--- src/hw/mpi_map.svh ---
`ifndef MPI_MAP_SVH
`define MPI_MAP_SVH

// Clock rates
`define MPI_MCLK_HZ 100000000
`define MPI_MCLK_NS (1000000000 / `MPI_MCLK_HZ)
`define MPI_HZ_100 25000000
`define MPI_HZ_10 2500000
`define MPI_HALF_100 (`MPI_MCLK_HZ / `MPI_HZ_100 / 2)
`define MPI_HALF_10 (`MPI_MCLK_HZ / `MPI_HZ_10 / 2)

// Strap and control word layout
`define MPI_STRAP_MII 3'h0
`define MPI_CTRL_SPEED_BIT 13
`define MPI_CTRL_ANEN_BIT 12
`define MPI_CTRL_DUPLEX_BIT 8

// Line symbol codes; MPI_SYM_END is /T/R at 100M and the end marker at 10M
`define MPI_SYM_IDLE 3'h0
`define MPI_SYM_DATA 3'h1
`define MPI_SYM_JK 3'h2
`define MPI_SYM_END 3'h3
`define MPI_SYM_ERR 3'h4

// Nibble values
`define MPI_NIB_ZERO 4'h0
`define MPI_NIB_PRE 4'h5
`define MPI_NIB_SFD 4'hd

// Jabber timing
`define MPI_JABBER_MS 20
`define MPI_UNJAB_MS 250
`define MPI_MS_CYCLES (`MPI_MCLK_HZ / 1000)

// Signal-quality test pulse timing
`define MPI_SQE_DELAY_NS 1000
`define MPI_SQE_LEN_NS 1000
`define MPI_SQE_DELAY_CYC ((`MPI_SQE_DELAY_NS + `MPI_MCLK_NS - 1) / `MPI_MCLK_NS)
`define MPI_SQE_LEN_CYC ((`MPI_SQE_LEN_NS + `MPI_MCLK_NS - 1) / `MPI_MCLK_NS)

`endif

--- src/hw/mpi_pkg.sv ---
package mpi_pkg;

    typedef enum logic [1:0] {
        RX_IDLE,
        RX_PRE,
        RX_FRAME
    } mpi_rx_state_t;

    // One receive nibble on its way to the MAC
    typedef struct packed {
        logic dv;
        logic er;
        logic [3:0] nib;
    } mpi_rx_nib_t;

endpackage

--- src/hw/mpi_mii_phy.sv ---
// Contract
// - Separate 4-bit transmit and receive nibble paths.
// - Strap 000 plus reference selects nibble mode.
// - Continuous transmit clock, 2.5 or 25 MHz.
// - TXD nibbles accepted whenever TXEN high.
// - TXD ignored while TXEN low.
// - 10M receive clock recovered only during carrier.
// - 100M receive clock recovered unless link down.
// - Receive clock 2.5 or 25 MHz.
// - 10M data valid starts at the last preamble nibble before SFD.
// - 100M data valid covers whole frame.
// - One nibble per receive clock while valid.
// - Coding error raises RXER one period minimum.
// - 10M carrier: preamble on, end marker off.
// - 100M carrier: J/K on, T/R off.
// - 100M carrier drops on IDLE without T/R.
// - Half duplex collision when both active.
// - 10M jabber: 20ms on, 250ms off.
// - 10M collision test pulse after each frame.
// - Forced speed bit 13, duplex bit 8.
`timescale 1ns/10ps
`default_nettype none
`include "mpi_map.svh"

module mpi_mii_phy
    import mpi_pkg::*;
#(
    parameter int JABBER_CYCLES = `MPI_JABBER_MS * `MPI_MS_CYCLES,
    parameter int UNJAB_CYCLES = `MPI_UNJAB_MS * `MPI_MS_CYCLES
) (
    input wire logic MCLK,
    input wire logic RST_N,
    input wire logic [2:0] CONFIG,
    input wire logic REF_OK,
    input wire logic [15:0] CTRL_WORD,
    input wire logic AN_SPEED_100,
    input wire logic AN_FULL_DUPLEX,
    output logic MII_ACTIVE,
    output logic TXC,
    input wire logic TXEN,
    input wire logic [3:0] TXD,
    output logic RXC,
    output logic RXDV,
    output logic [3:0] RXD,
    output logic RXER,
    output logic CRS,
    output logic COL,
    output logic LINE_TX_VALID,
    output logic [3:0] LINE_TX_NIBBLE,
    input wire logic LINE_LINK_UP,
    input wire logic LINE_RX_CARRIER,
    input wire logic LINE_RX_STROBE,
    input wire logic [2:0] LINE_RX_CODE,
    input wire logic [3:0] LINE_RX_NIBBLE
);

    logic strap_taken;
    logic [2:0] strap;
    logic speed100;
    logic full_duplex;
    logic [5:0] half;
    logic [5:0] tx_cnt;
    logic tx_tick;
    logic txen_s;
    logic [5:0] rx_cnt;
    logic use_rec;
    logic rx_tick;
    logic [2:0] sym_code;
    logic [3:0] sym_nib;
    mpi_rx_state_t rx_state;
    mpi_rx_state_t next_rx_state;
    mpi_rx_nib_t stage;
    mpi_rx_nib_t next_stage;
    logic next_crs;
    logic sfd_hit;
    logic jab;
    logic [24:0] jab_cnt;
    logic [7:0] sqe_cnt;
    logic sqe_on;
    logic frame_end;

    function automatic logic [5:0] half_of(input logic fast);
        half_of = fast ? 6'(`MPI_HALF_100) : 6'(`MPI_HALF_10);
    endfunction

    // Strap is caught on the first edge after reset release
    always_ff @(posedge MCLK or negedge RST_N) begin
        if (!RST_N) begin
            strap_taken <= 1'b0;
            strap <= 3'h0;
        end else if (!strap_taken) begin
            strap_taken <= 1'b1;
            strap <= CONFIG;
        end
    end

    always_ff @(posedge MCLK or negedge RST_N) begin
        if (!RST_N) begin
            MII_ACTIVE <= 1'b0;
        end else begin
            MII_ACTIVE <= strap_taken && (strap == `MPI_STRAP_MII) && REF_OK;
        end
    end

    always_ff @(posedge MCLK or negedge RST_N) begin
        if (!RST_N) begin
            speed100 <= 1'b0;
            full_duplex <= 1'b0;
        end else if (CTRL_WORD[`MPI_CTRL_ANEN_BIT]) begin
            speed100 <= AN_SPEED_100;
            full_duplex <= AN_FULL_DUPLEX;
        end else begin
            speed100 <= CTRL_WORD[`MPI_CTRL_SPEED_BIT];
            full_duplex <= CTRL_WORD[`MPI_CTRL_DUPLEX_BIT];
        end
    end

    assign half = half_of(speed100);

    // Transmit clock divider; tick marks the MCLK edge on which TXC rises
    assign tx_tick = MII_ACTIVE && (tx_cnt == half - 6'h01) && !TXC;

    always_ff @(posedge MCLK or negedge RST_N) begin
        if (!RST_N) begin
            tx_cnt <= 6'h00;
            TXC <= 1'b0;
        end else if (!MII_ACTIVE) begin
            tx_cnt <= 6'h00;
            TXC <= 1'b0;
        end else if (tx_cnt >= half - 6'h01) begin
            tx_cnt <= 6'h00;
            TXC <= ~TXC;
        end else begin
            tx_cnt <= tx_cnt + 6'h01;
        end
    end

    // Transmit nibble path towards the line
    always_ff @(posedge MCLK or negedge RST_N) begin
        if (!RST_N) begin
            txen_s <= 1'b0;
            LINE_TX_VALID <= 1'b0;
            LINE_TX_NIBBLE <= `MPI_NIB_ZERO;
        end else if (!MII_ACTIVE) begin
            txen_s <= 1'b0;
            LINE_TX_VALID <= 1'b0;
            LINE_TX_NIBBLE <= `MPI_NIB_ZERO;
        end else if (tx_tick) begin
            txen_s <= TXEN;
            LINE_TX_VALID <= TXEN && !jab;
            LINE_TX_NIBBLE <= TXEN ? TXD : `MPI_NIB_ZERO;
        end
    end

    // MAC ends a frame by dropping TXEN before the next rising edge
    assign frame_end = tx_tick && txen_s && !TXEN;

    // Jabber guard, counted in MCLK cycles at 10M only
    always_ff @(posedge MCLK or negedge RST_N) begin
        if (!RST_N) begin
            jab <= 1'b0;
            jab_cnt <= 25'h0;
        end else if (speed100 || !MII_ACTIVE) begin
            jab <= 1'b0;
            jab_cnt <= 25'h0;
        end else if (!jab) begin
            if (!txen_s) begin
                jab_cnt <= 25'h0;
            end else if (jab_cnt >= 25'(JABBER_CYCLES)) begin
                jab <= 1'b1;
                jab_cnt <= 25'h0;
            end else begin
                jab_cnt <= jab_cnt + 25'h1;
            end
        end else begin
            if (txen_s) begin
                jab_cnt <= 25'h0;
            end else if (jab_cnt >= 25'(UNJAB_CYCLES)) begin
                jab <= 1'b0;
                jab_cnt <= 25'h0;
            end else begin
                jab_cnt <= jab_cnt + 25'h1;
            end
        end
    end

    // Test pulse: delay then width, counted down from frame end
    always_ff @(posedge MCLK or negedge RST_N) begin
        if (!RST_N) begin
            sqe_cnt <= 8'h00;
        end else if (speed100 || !MII_ACTIVE) begin
            sqe_cnt <= 8'h00;
        end else if (frame_end) begin
            sqe_cnt <= 8'(`MPI_SQE_DELAY_CYC + `MPI_SQE_LEN_CYC);
        end else if (sqe_cnt != 8'h00) begin
            sqe_cnt <= sqe_cnt - 8'h01;
        end
    end

    assign sqe_on = (sqe_cnt != 8'h00) && (sqe_cnt <= 8'(`MPI_SQE_LEN_CYC));

    always_ff @(posedge MCLK or negedge RST_N) begin
        if (!RST_N) begin
            COL <= 1'b0;
        end else if (!MII_ACTIVE) begin
            COL <= 1'b0;
        end else begin
            COL <= jab || sqe_on || (!full_duplex && txen_s && (LINE_RX_CARRIER || CRS));
        end
    end

    // Receive clock source selection
    assign use_rec = LINE_LINK_UP && (speed100 || LINE_RX_CARRIER);
    assign rx_tick = MII_ACTIVE &&
        (use_rec ? LINE_RX_STROBE : ((rx_cnt >= half - 6'h01) && RXC));
    assign sym_code = use_rec ? LINE_RX_CODE : `MPI_SYM_IDLE;
    assign sym_nib = use_rec ? LINE_RX_NIBBLE : `MPI_NIB_ZERO;

    // A recovered strobe re-phases the divider; otherwise it runs free
    always_ff @(posedge MCLK or negedge RST_N) begin
        if (!RST_N) begin
            rx_cnt <= 6'h00;
            RXC <= 1'b0;
        end else if (!MII_ACTIVE) begin
            rx_cnt <= 6'h00;
            RXC <= 1'b0;
        end else if (rx_tick) begin
            rx_cnt <= 6'h00;
            RXC <= 1'b0;
        end else if (rx_cnt >= half - 6'h01) begin
            rx_cnt <= 6'h00;
            RXC <= ~RXC;
        end else begin
            rx_cnt <= rx_cnt + 6'h01;
        end
    end

    // Receive framing; one nibble of look-ahead finds the 10M delimiter
    always_comb begin
        next_rx_state = rx_state;
        next_stage = '{dv: 1'b0, er: 1'b0, nib: `MPI_NIB_ZERO};
        next_crs = CRS;
        sfd_hit = 1'b0;
        case (rx_state)
            RX_IDLE: begin
                if (speed100) begin
                    if (sym_code == `MPI_SYM_JK) begin
                        next_rx_state = RX_FRAME;
                        next_crs = 1'b1;
                        next_stage = '{dv: 1'b1, er: 1'b0, nib: `MPI_NIB_PRE};
                    end
                end else if (LINE_RX_CARRIER && (sym_code == `MPI_SYM_DATA) &&
                             (sym_nib == `MPI_NIB_PRE)) begin
                    next_rx_state = RX_PRE;
                    next_crs = 1'b1;
                    next_stage = '{dv: 1'b0, er: 1'b0, nib: sym_nib};
                end
            end
            RX_PRE: begin
                if (speed100 || !LINE_RX_CARRIER || (sym_code != `MPI_SYM_DATA)) begin
                    next_rx_state = RX_IDLE;
                    next_crs = 1'b0;
                end else if ((sym_nib == `MPI_NIB_SFD) && (stage.nib == `MPI_NIB_PRE)) begin
                    sfd_hit = 1'b1;
                    next_rx_state = RX_FRAME;
                    next_stage = '{dv: 1'b1, er: 1'b0, nib: sym_nib};
                end else begin
                    next_stage = '{dv: 1'b0, er: 1'b0, nib: sym_nib};
                end
            end
            RX_FRAME: begin
                if (speed100 &&
                    ((sym_code == `MPI_SYM_END) || (sym_code == `MPI_SYM_IDLE))) begin
                    next_rx_state = RX_IDLE;
                    next_crs = 1'b0;
                end else if (!speed100 &&
                             (!LINE_RX_CARRIER || (sym_code == `MPI_SYM_END))) begin
                    next_rx_state = RX_IDLE;
                    next_crs = 1'b0;
                end else begin
                    next_stage = '{dv: 1'b1, er: (sym_code == `MPI_SYM_ERR), nib: sym_nib};
                end
            end
            default: begin
                next_rx_state = RX_IDLE;
                next_crs = 1'b0;
            end
        endcase
    end

    always_ff @(posedge MCLK or negedge RST_N) begin
        if (!RST_N) begin
            rx_state <= RX_IDLE;
            stage <= '{dv: 1'b0, er: 1'b0, nib: `MPI_NIB_ZERO};
            CRS <= 1'b0;
        end else if (!MII_ACTIVE) begin
            rx_state <= RX_IDLE;
            stage <= '{dv: 1'b0, er: 1'b0, nib: `MPI_NIB_ZERO};
            CRS <= 1'b0;
        end else if (rx_tick) begin
            rx_state <= next_rx_state;
            stage <= next_stage;
            CRS <= next_crs;
        end
    end

    // Receive outputs change only as RXC falls
    always_ff @(posedge MCLK or negedge RST_N) begin
        if (!RST_N) begin
            RXDV <= 1'b0;
            RXD <= `MPI_NIB_ZERO;
            RXER <= 1'b0;
        end else if (!MII_ACTIVE) begin
            RXDV <= 1'b0;
            RXD <= `MPI_NIB_ZERO;
            RXER <= 1'b0;
        end else if (rx_tick) begin
            RXDV <= stage.dv || sfd_hit;
            RXD <= (stage.dv || sfd_hit) ? stage.nib : `MPI_NIB_ZERO;
            RXER <= stage.dv && stage.er;
        end
    end

endmodule // mpi_mii_phy
`default_nettype wire

--- config.mk ---
export PLATFORM = sky130hd
export DESIGN_NAME = mpi_mii_phy
export DESIGN_NICKNAME = d
export VERILOG_FILES = /design/src/hw/mpi_pkg.sv /design/src/hw/mpi_mii_phy.sv
export VERILOG_INCLUDE_DIRS = /design/src /design/src/hw
export SDC_FILE = /design/constraint.sdc
export NUM_CORES = 1
export LEC_CHECK = 0
export BUFFER_PORTS_ARGS = -buffer_cell sky130_fd_sc_hd__clkbuf_2
export CAP_MARGIN = 20
export CORE_MARGIN = 10
export CORE_UTILIZATION = 64
export CTS_BUF_LIST = sky130_fd_sc_hd__clkbuf_8
export DETAILED_ROUTE_END_ITERATION = 8
export PLACE_DENSITY_LB_ADDON = 0.25
export SLEW_MARGIN = 0
export SYNTH_ARGS = -nofsm -noshare
export SYNTH_HDL_FRONTEND = slang
export SYNTH_SLANG_ARGS = --single-unit
--- constraint.sdc ---
create_clock -name MCLK -period 4.4 [get_ports MCLK]
set_clock_uncertainty 0.1 [all_clocks]
set_input_delay 0.44 -clock MCLK [delete_from_list [all_inputs] [get_ports MCLK]]
set_output_delay 0.44 -clock MCLK [all_outputs]
set_load 0.005 [all_outputs]
# Yosys cells after proc, flatten, opt, wreduce, memory -nomap -nowiden
# Index checks and enable logic that the tools add are counted.
[totals] reg_bits=77 input_bits=39
[op_classes] n_mux=78 n_eq_ne=20 n_bitwise=2 n_reduce_logical=43 n_lt_le_gt_ge=5 n_addsub=5
[ops] cell="$mux W25" count=6
[ops] cell="$mux W6" count=13
[ops] cell="$mux W1" count=34
[ops] cell="$mux W4" count=8
[ops] cell="$add A25 B1 Y25 const B" count=1
[ops] cell="$ge A25 B21 Y1 const B" count=1
[ops] cell="$ge A25 B25 Y1 const B" count=1
[ops] cell="$mux W8" count=3
[ops] cell="$logic_and A1 B1 Y1" count=19
[ops] cell="$mux W2" count=9
[ops] cell="$pmux W6 S3" count=1
[ops] cell="$ne A4 B4 Y1 const B" count=4
[ops] cell="$add A6 B1 Y6 const B" count=2
[ops] cell="$ge A6 B6 Y1" count=2
[ops] cell="$logic_or A1 B1 Y1" count=10
[ops] cell="$reduce_and A5 Y1" count=2
[ops] cell="$eq A4 B3 Y1 const B" count=2
[ops] cell="$le A8 B7 Y1 const B" count=1
[ops] cell="$reduce_bool A8 Y1" count=1
[ops] cell="$sub A8 B1 Y8 const B" count=1
[ops] cell="$logic_not A1 Y1" count=7
[ops] cell="$eq A3 B2 Y1 const B" count=2
[ops] cell="$eq A6 B6 Y1" count=1
[ops] cell="$logic_not A3 Y1" count=2
[ops] cell="16 further kinds" count=20

# Logic depth before layout (Yosys ltp)
[depth] word_depth=12 depth_mapped=7 ltp_nobuf=6

# Least setup slack after synthesis
# No wires, ideal clock.
[synth_timing] path_kind="reg-to-reg" from="register speed100" to="register rx_state[0]" path_slack_ps=2111 t_arrival_ps=2064 t_required_ps=4175 stages_incl_launch_ff=7 synth_period_minus_slack_ps=2289 path_cell_list="dfrtp_1 ha_1 a2111o_1 and4b_1 nor3_2 nor2_1 mux2_2"
[synth_via] elab_chain_len=10
[synth_rtl] item="start, declared" line_no="mpi_mii_phy.sv:59" text="logic speed100;"
[synth_rtl] item="start signal, assigned" line_no="mpi_mii_phy.sv:113" text="speed100 <= CTRL_WORD[`MPI_CTRL_SPEED_BIT];"
[synth_rtl] item="branches (longest 10 deep; another with $sub A5 B1 Y6)"
[synth_rtl] item="end signal, assigned" line_no="mpi_mii_phy.sv:301" text="rx_state <= next_rx_state;"
[synth_rtl] item="end, declared" line_no="mpi_mii_phy.sv:70" text="mpi_rx_state_t rx_state;"
# Parallel ways; which one is timed is not known. The select of a mux whose other input is x is not followed.
# A chain may end at the register's enable or synchronous reset.

# Worst setup path in the final report
[layout_timing] from="register speed100" to="register rx_cnt[5]"
[layout_via] elab_chain_len=8
[layout_rtl] item="$mux W5" line_no="mpi_mii_phy.sv:83" text="half_of = fast ? 6'(`MPI_HALF_100) : 6'(`MPI_HALF_10);"
[layout_rtl] item="$sub A5 B1 Y6" line_no="mpi_mii_phy.sv:215, mpi_mii_phy.sv:230"
[layout_rtl] item="$ge A6 B6 Y1" line_no="mpi_mii_phy.sv:215, mpi_mii_phy.sv:230"
[layout_rtl] item="$logic_and A1 B1 Y1" line_no="mpi_mii_phy.sv:215" text="(use_rec ? LINE_RX_STROBE : ((rx_cnt >= half - 6'h01) && RXC));"
[layout_rtl] item="$mux W1" line_no="mpi_mii_phy.sv:215"
[layout_rtl] item="$logic_and A1 B1 Y1" line_no="mpi_mii_phy.sv:214" text="assign rx_tick = MII_ACTIVE &&"
[layout_rtl] item="$mux W6 (*)" line_no="mpi_mii_phy.sv:227" text="end else if (rx_tick) begin"
[layout_rtl] item="$mux W6 (*)" line_no="mpi_mii_phy.sv:224" text="end else if (!MII_ACTIVE) begin"
[layout_rtl] item="end signal, assigned" line_no="mpi_mii_phy.sv:234" text="rx_cnt <= rx_cnt + 6'h01;"
[layout_rtl] item="end, declared" line_no="mpi_mii_phy.sv:65" text="logic [5:0] rx_cnt;"
# Every way passes the cells marked *; elsewhere a longest branch is shown, timed or not.

==> results.json <==
{
  "hold_viol_final": 0,
  "grt_usage_pct": 17.5,
  "fin_nets": 478,
  "ant_nets": 0,
  "cp.arrival_ns": 3.19,
  "synth_edf_count": 0,
  "routed_wl_mm": 8.20,
  "gr-total-overflow": 0,
  "area_growth_pct": 12.4,
  "yosysMostFrequentCell": "dfrtp_1",
  "clkPwrFrac_pct": 43.4,
  "sequentialPowerShare_pct": 52.5,
  "synthCells": 385,
  "core_area_um2": 5890,
  "postCtsSetupRepairBufs": 0,
  "seq_area_um2": 1930,
  "syn-num-nets": 434,
  "ys_ff_latch": 77,
  "post-route-min-period_ns": 3.03,
  "syn_area_per_cell_um2": 10.1,
  "cts_hold_buf": 0,
  "p_leak_uw": 0.00190,
  "synth-async-reset-ratio_pct": 100,
  "multi_input_area_um2": 1850,
  "viasPerCell": 5.99,
  "cp-start-kind": "register",
  "clk_pin_slew_ns": 0.07,
  "place.gp.congestion": 0.880,
  "clkLatencyLatePin_ns": 0.35,
  "cp_data_required_time_ns": 4.57,
  "fillerInstances": 423,
  "synth_cell_type_count": 56,
  "crit_fanout": 16,
  "first_iter_violations": 151,
  "worstMarginPinSlew_ns": 1.05,
  "numPortBuffers": 41,
  "switching_share_pct": 21.2,
  "firstDrtPassIters": 4,
  "finalCritPeriodShare_pct": 68.8,
  "drv_cap": 0,
  "clock-root-buffer": "clkbuf_8",
  "grt_pass1_vias": 3102,
  "std_cell_rows": 28,
  "grt_pass1_wl_mm": 14.1,
  "outcome": "completed",
  "final_max_slew_viol_count": 0,
  "critPathCaptureType": "register",
  "synth_top_area_share_pct": 49.7,
  "ctsHtreeMaxLevel": 3,
  "yosysSeqAreaShare_pct": 49.7,
  "cts_repair_resize_count": 0,
  "cts_made_buffers": 9,
  "hpwl_mm": 5.76,
  "dieArea_um2": 9560,
  "ir_drop_v": 0.000216,
  "reg2reg_depth": 6,
  "clockBufferDepth": 2,
  "cts_tree": "built",
  "clock_sinks": 77,
  "criticalPathCategory": "register to register",
  "die_width_um": 97.8,
  "drive_gt1_share_pct": 16.6,
  "p_sw_uw": 290,
  "yosys-top-cells-area": "dfrtp_1 (50%), nor2_1 (5.7%), xor2_1 (4.1%)",
  "rsz0062_at_grt": "false",
  "synth_top_area_cell": "dfrtp_1",
  "start_util_pct": 65.8,
  "fmax_mhz": 330,
  "p_int_uw": 1080,
  "power_density_nw_per_um2": 315,
  "synthFlopType": "dfrtp_1",
  "pre_cts_ws_ns": 1.39,
  "pin_count": 55,
  "hold_path_class": "primary input to async pin",
  "synth_common_cells": "dfrtp_1 (77), nor2_1 (59), nand2_1 (31)",
  "die_y_um": 97.8,
  "ys_warn_count": 0,
  "finalSetupViolations": 0,
  "pwr-share-comb_pct": 4.1,
  "relSlewSlack_pct": 29.5,
  "antenna_cells": 0,
  "synth.cell_area_um2": 3870,
  "worst_slack_ns": 1.37,
  "antenna_found_initial": 0,
  "final.setup.tns_ns": 0,
  "wl_per_cell_um": 16.1,
  "drc": 0,
  "vias": 3047,
  "grt_max_degree": 78
}
path summary, 6_finish.rpt:
| path | from | to | slack, ns |
|---|---|---|---|
| min reg2reg | strap[2] | MII_ACTIVE | 0.34 |
| min | RST_N | stage[5] | 0.11 |
| max | speed100 | rx_cnt[5] | 1.37 |
| max reg2reg | speed100 | rx_cnt[5] | 1.37 |
| max in group asynchronous | RST_N | jab_cnt[24] | 3.46 |
| min in group MCLK | REF_OK | MII_ACTIVE | 0.19 |
critical path, stage by stage, from the launching register on:
cell,delay [ns]
dfrtp_1,0.60
ha_1,0.31
a2111o_1,0.39
and4b_1,0.26
nor3_2,0.78
nand2_1,0.27
nor3_1,0.24
state kept, by name (all words and copies together) (netlist names):
register,flops
COL,1
sqe_cnt,8
MII_ACTIVE,1
CRS,1
RXDV,1
tx_cnt,6
jab_cnt,25
TXC,1
strap,3
speed100,1
LINE_TX_NIBBLE,4
txen_s,1
rx_state,2
rx_cnt,6
LINE_TX_VALID,1
RXD,4
jab,1
stage,6
full_duplex,1
strap_taken,1
RXER,1
RXC,1
placed cells by master (no fill, tap or decap), drive strengths merged, types with 2 or more instances in the layout:
master and n:
nor4 5, xnor2 16, a32o 4, clkbuf 51, mux2 8, a211o 2, a22oi 2, a21oi 10
nand2 31, o32ai 3, or3 3, and2 3, and4b 3, xor2 18, nor3 12, nor4bb 2
nand3 20, and3 3, a31oi 2, or3b 2, a211oi 5, dfrtp 77, nor2 60, and4 4
nand4b 3, a22o 7, bufinv 2, nand2b 7, a2111o 2, o211ai 4, ha 10, o21ai 11
clkinv 2, inv 14, nand4 7, or4 3
power by group through the flow:
stage | sequential (µW) | clock, µW | combinational (µW)
after floorplan | 731 | 0 | 22.4
after global placement | 734 | 0 | 53.9
after detailed placement | 734 | 0 | 56.5
after CTS | 720 | 602 | 57.2
after global routing | 721 | 632 | 63.4
final | 720 | 595 | 55.8
routing by layer:
layer / global-route usage, % / share of wire [%] / up-vias
met4: 9.06 / 2.1 / 0
met5: 0 / 0 / -
met1: 21.9 / 44 / 1484
met3: 4.16 / 5.2 / 21
li1: - / - / 1467
met2: 27.4 / 48 / 75
cell families (layout without fill, tap and decap cells):
logic type      count (synthesis)  count (layout)  share of synthesized area, %
simple gates                  172             172                          22.5
flops                          77              77                          49.7
compound gates                 62              62                          12.0
xor+xnor                       34              34                          7.69
buf+inv                        21              70                          2.45
fa+ha+maj                      10              10                          3.23
mux                             8               8                          2.33
other cells                     1               1                        0.0968
final cells by class:
cell class,count,share of cell area [%]
clock inverters,5,1.70
repair buffers,41,4.77
clock buffers,11,3.48
well taps,75,2.16
inverters,13,1.12
flip-flops and latches,77,44.3
multi-input cells,287,42.5
through the flow:
| stage | hold slack, ns | total power, µW | cell area (µm²) | cells | util [%] |
|---|---|---|---|---|---|
| 6_report | 0.108 | 1370 | 4350 | 509 | 74.0 |
| 5_1_grt | 0.198 | 1420 | 4350 | 509 | 74.0 |
| 4_1_cts | 0.173 | 1380 | 4350 | 509 | 74.0 |
| 3_5_place_dp | 0.324 | 790 | 4130 | 493 | 70.2 |
| 3_3_place_gp | 0.312 | 787 | 4130 | 493 | 70.2 |
| 2_1_floorplan | 0.0444 | 754 | 3870 | 385 | - |
No activity file was read; power rests on OpenSTA's default activity.
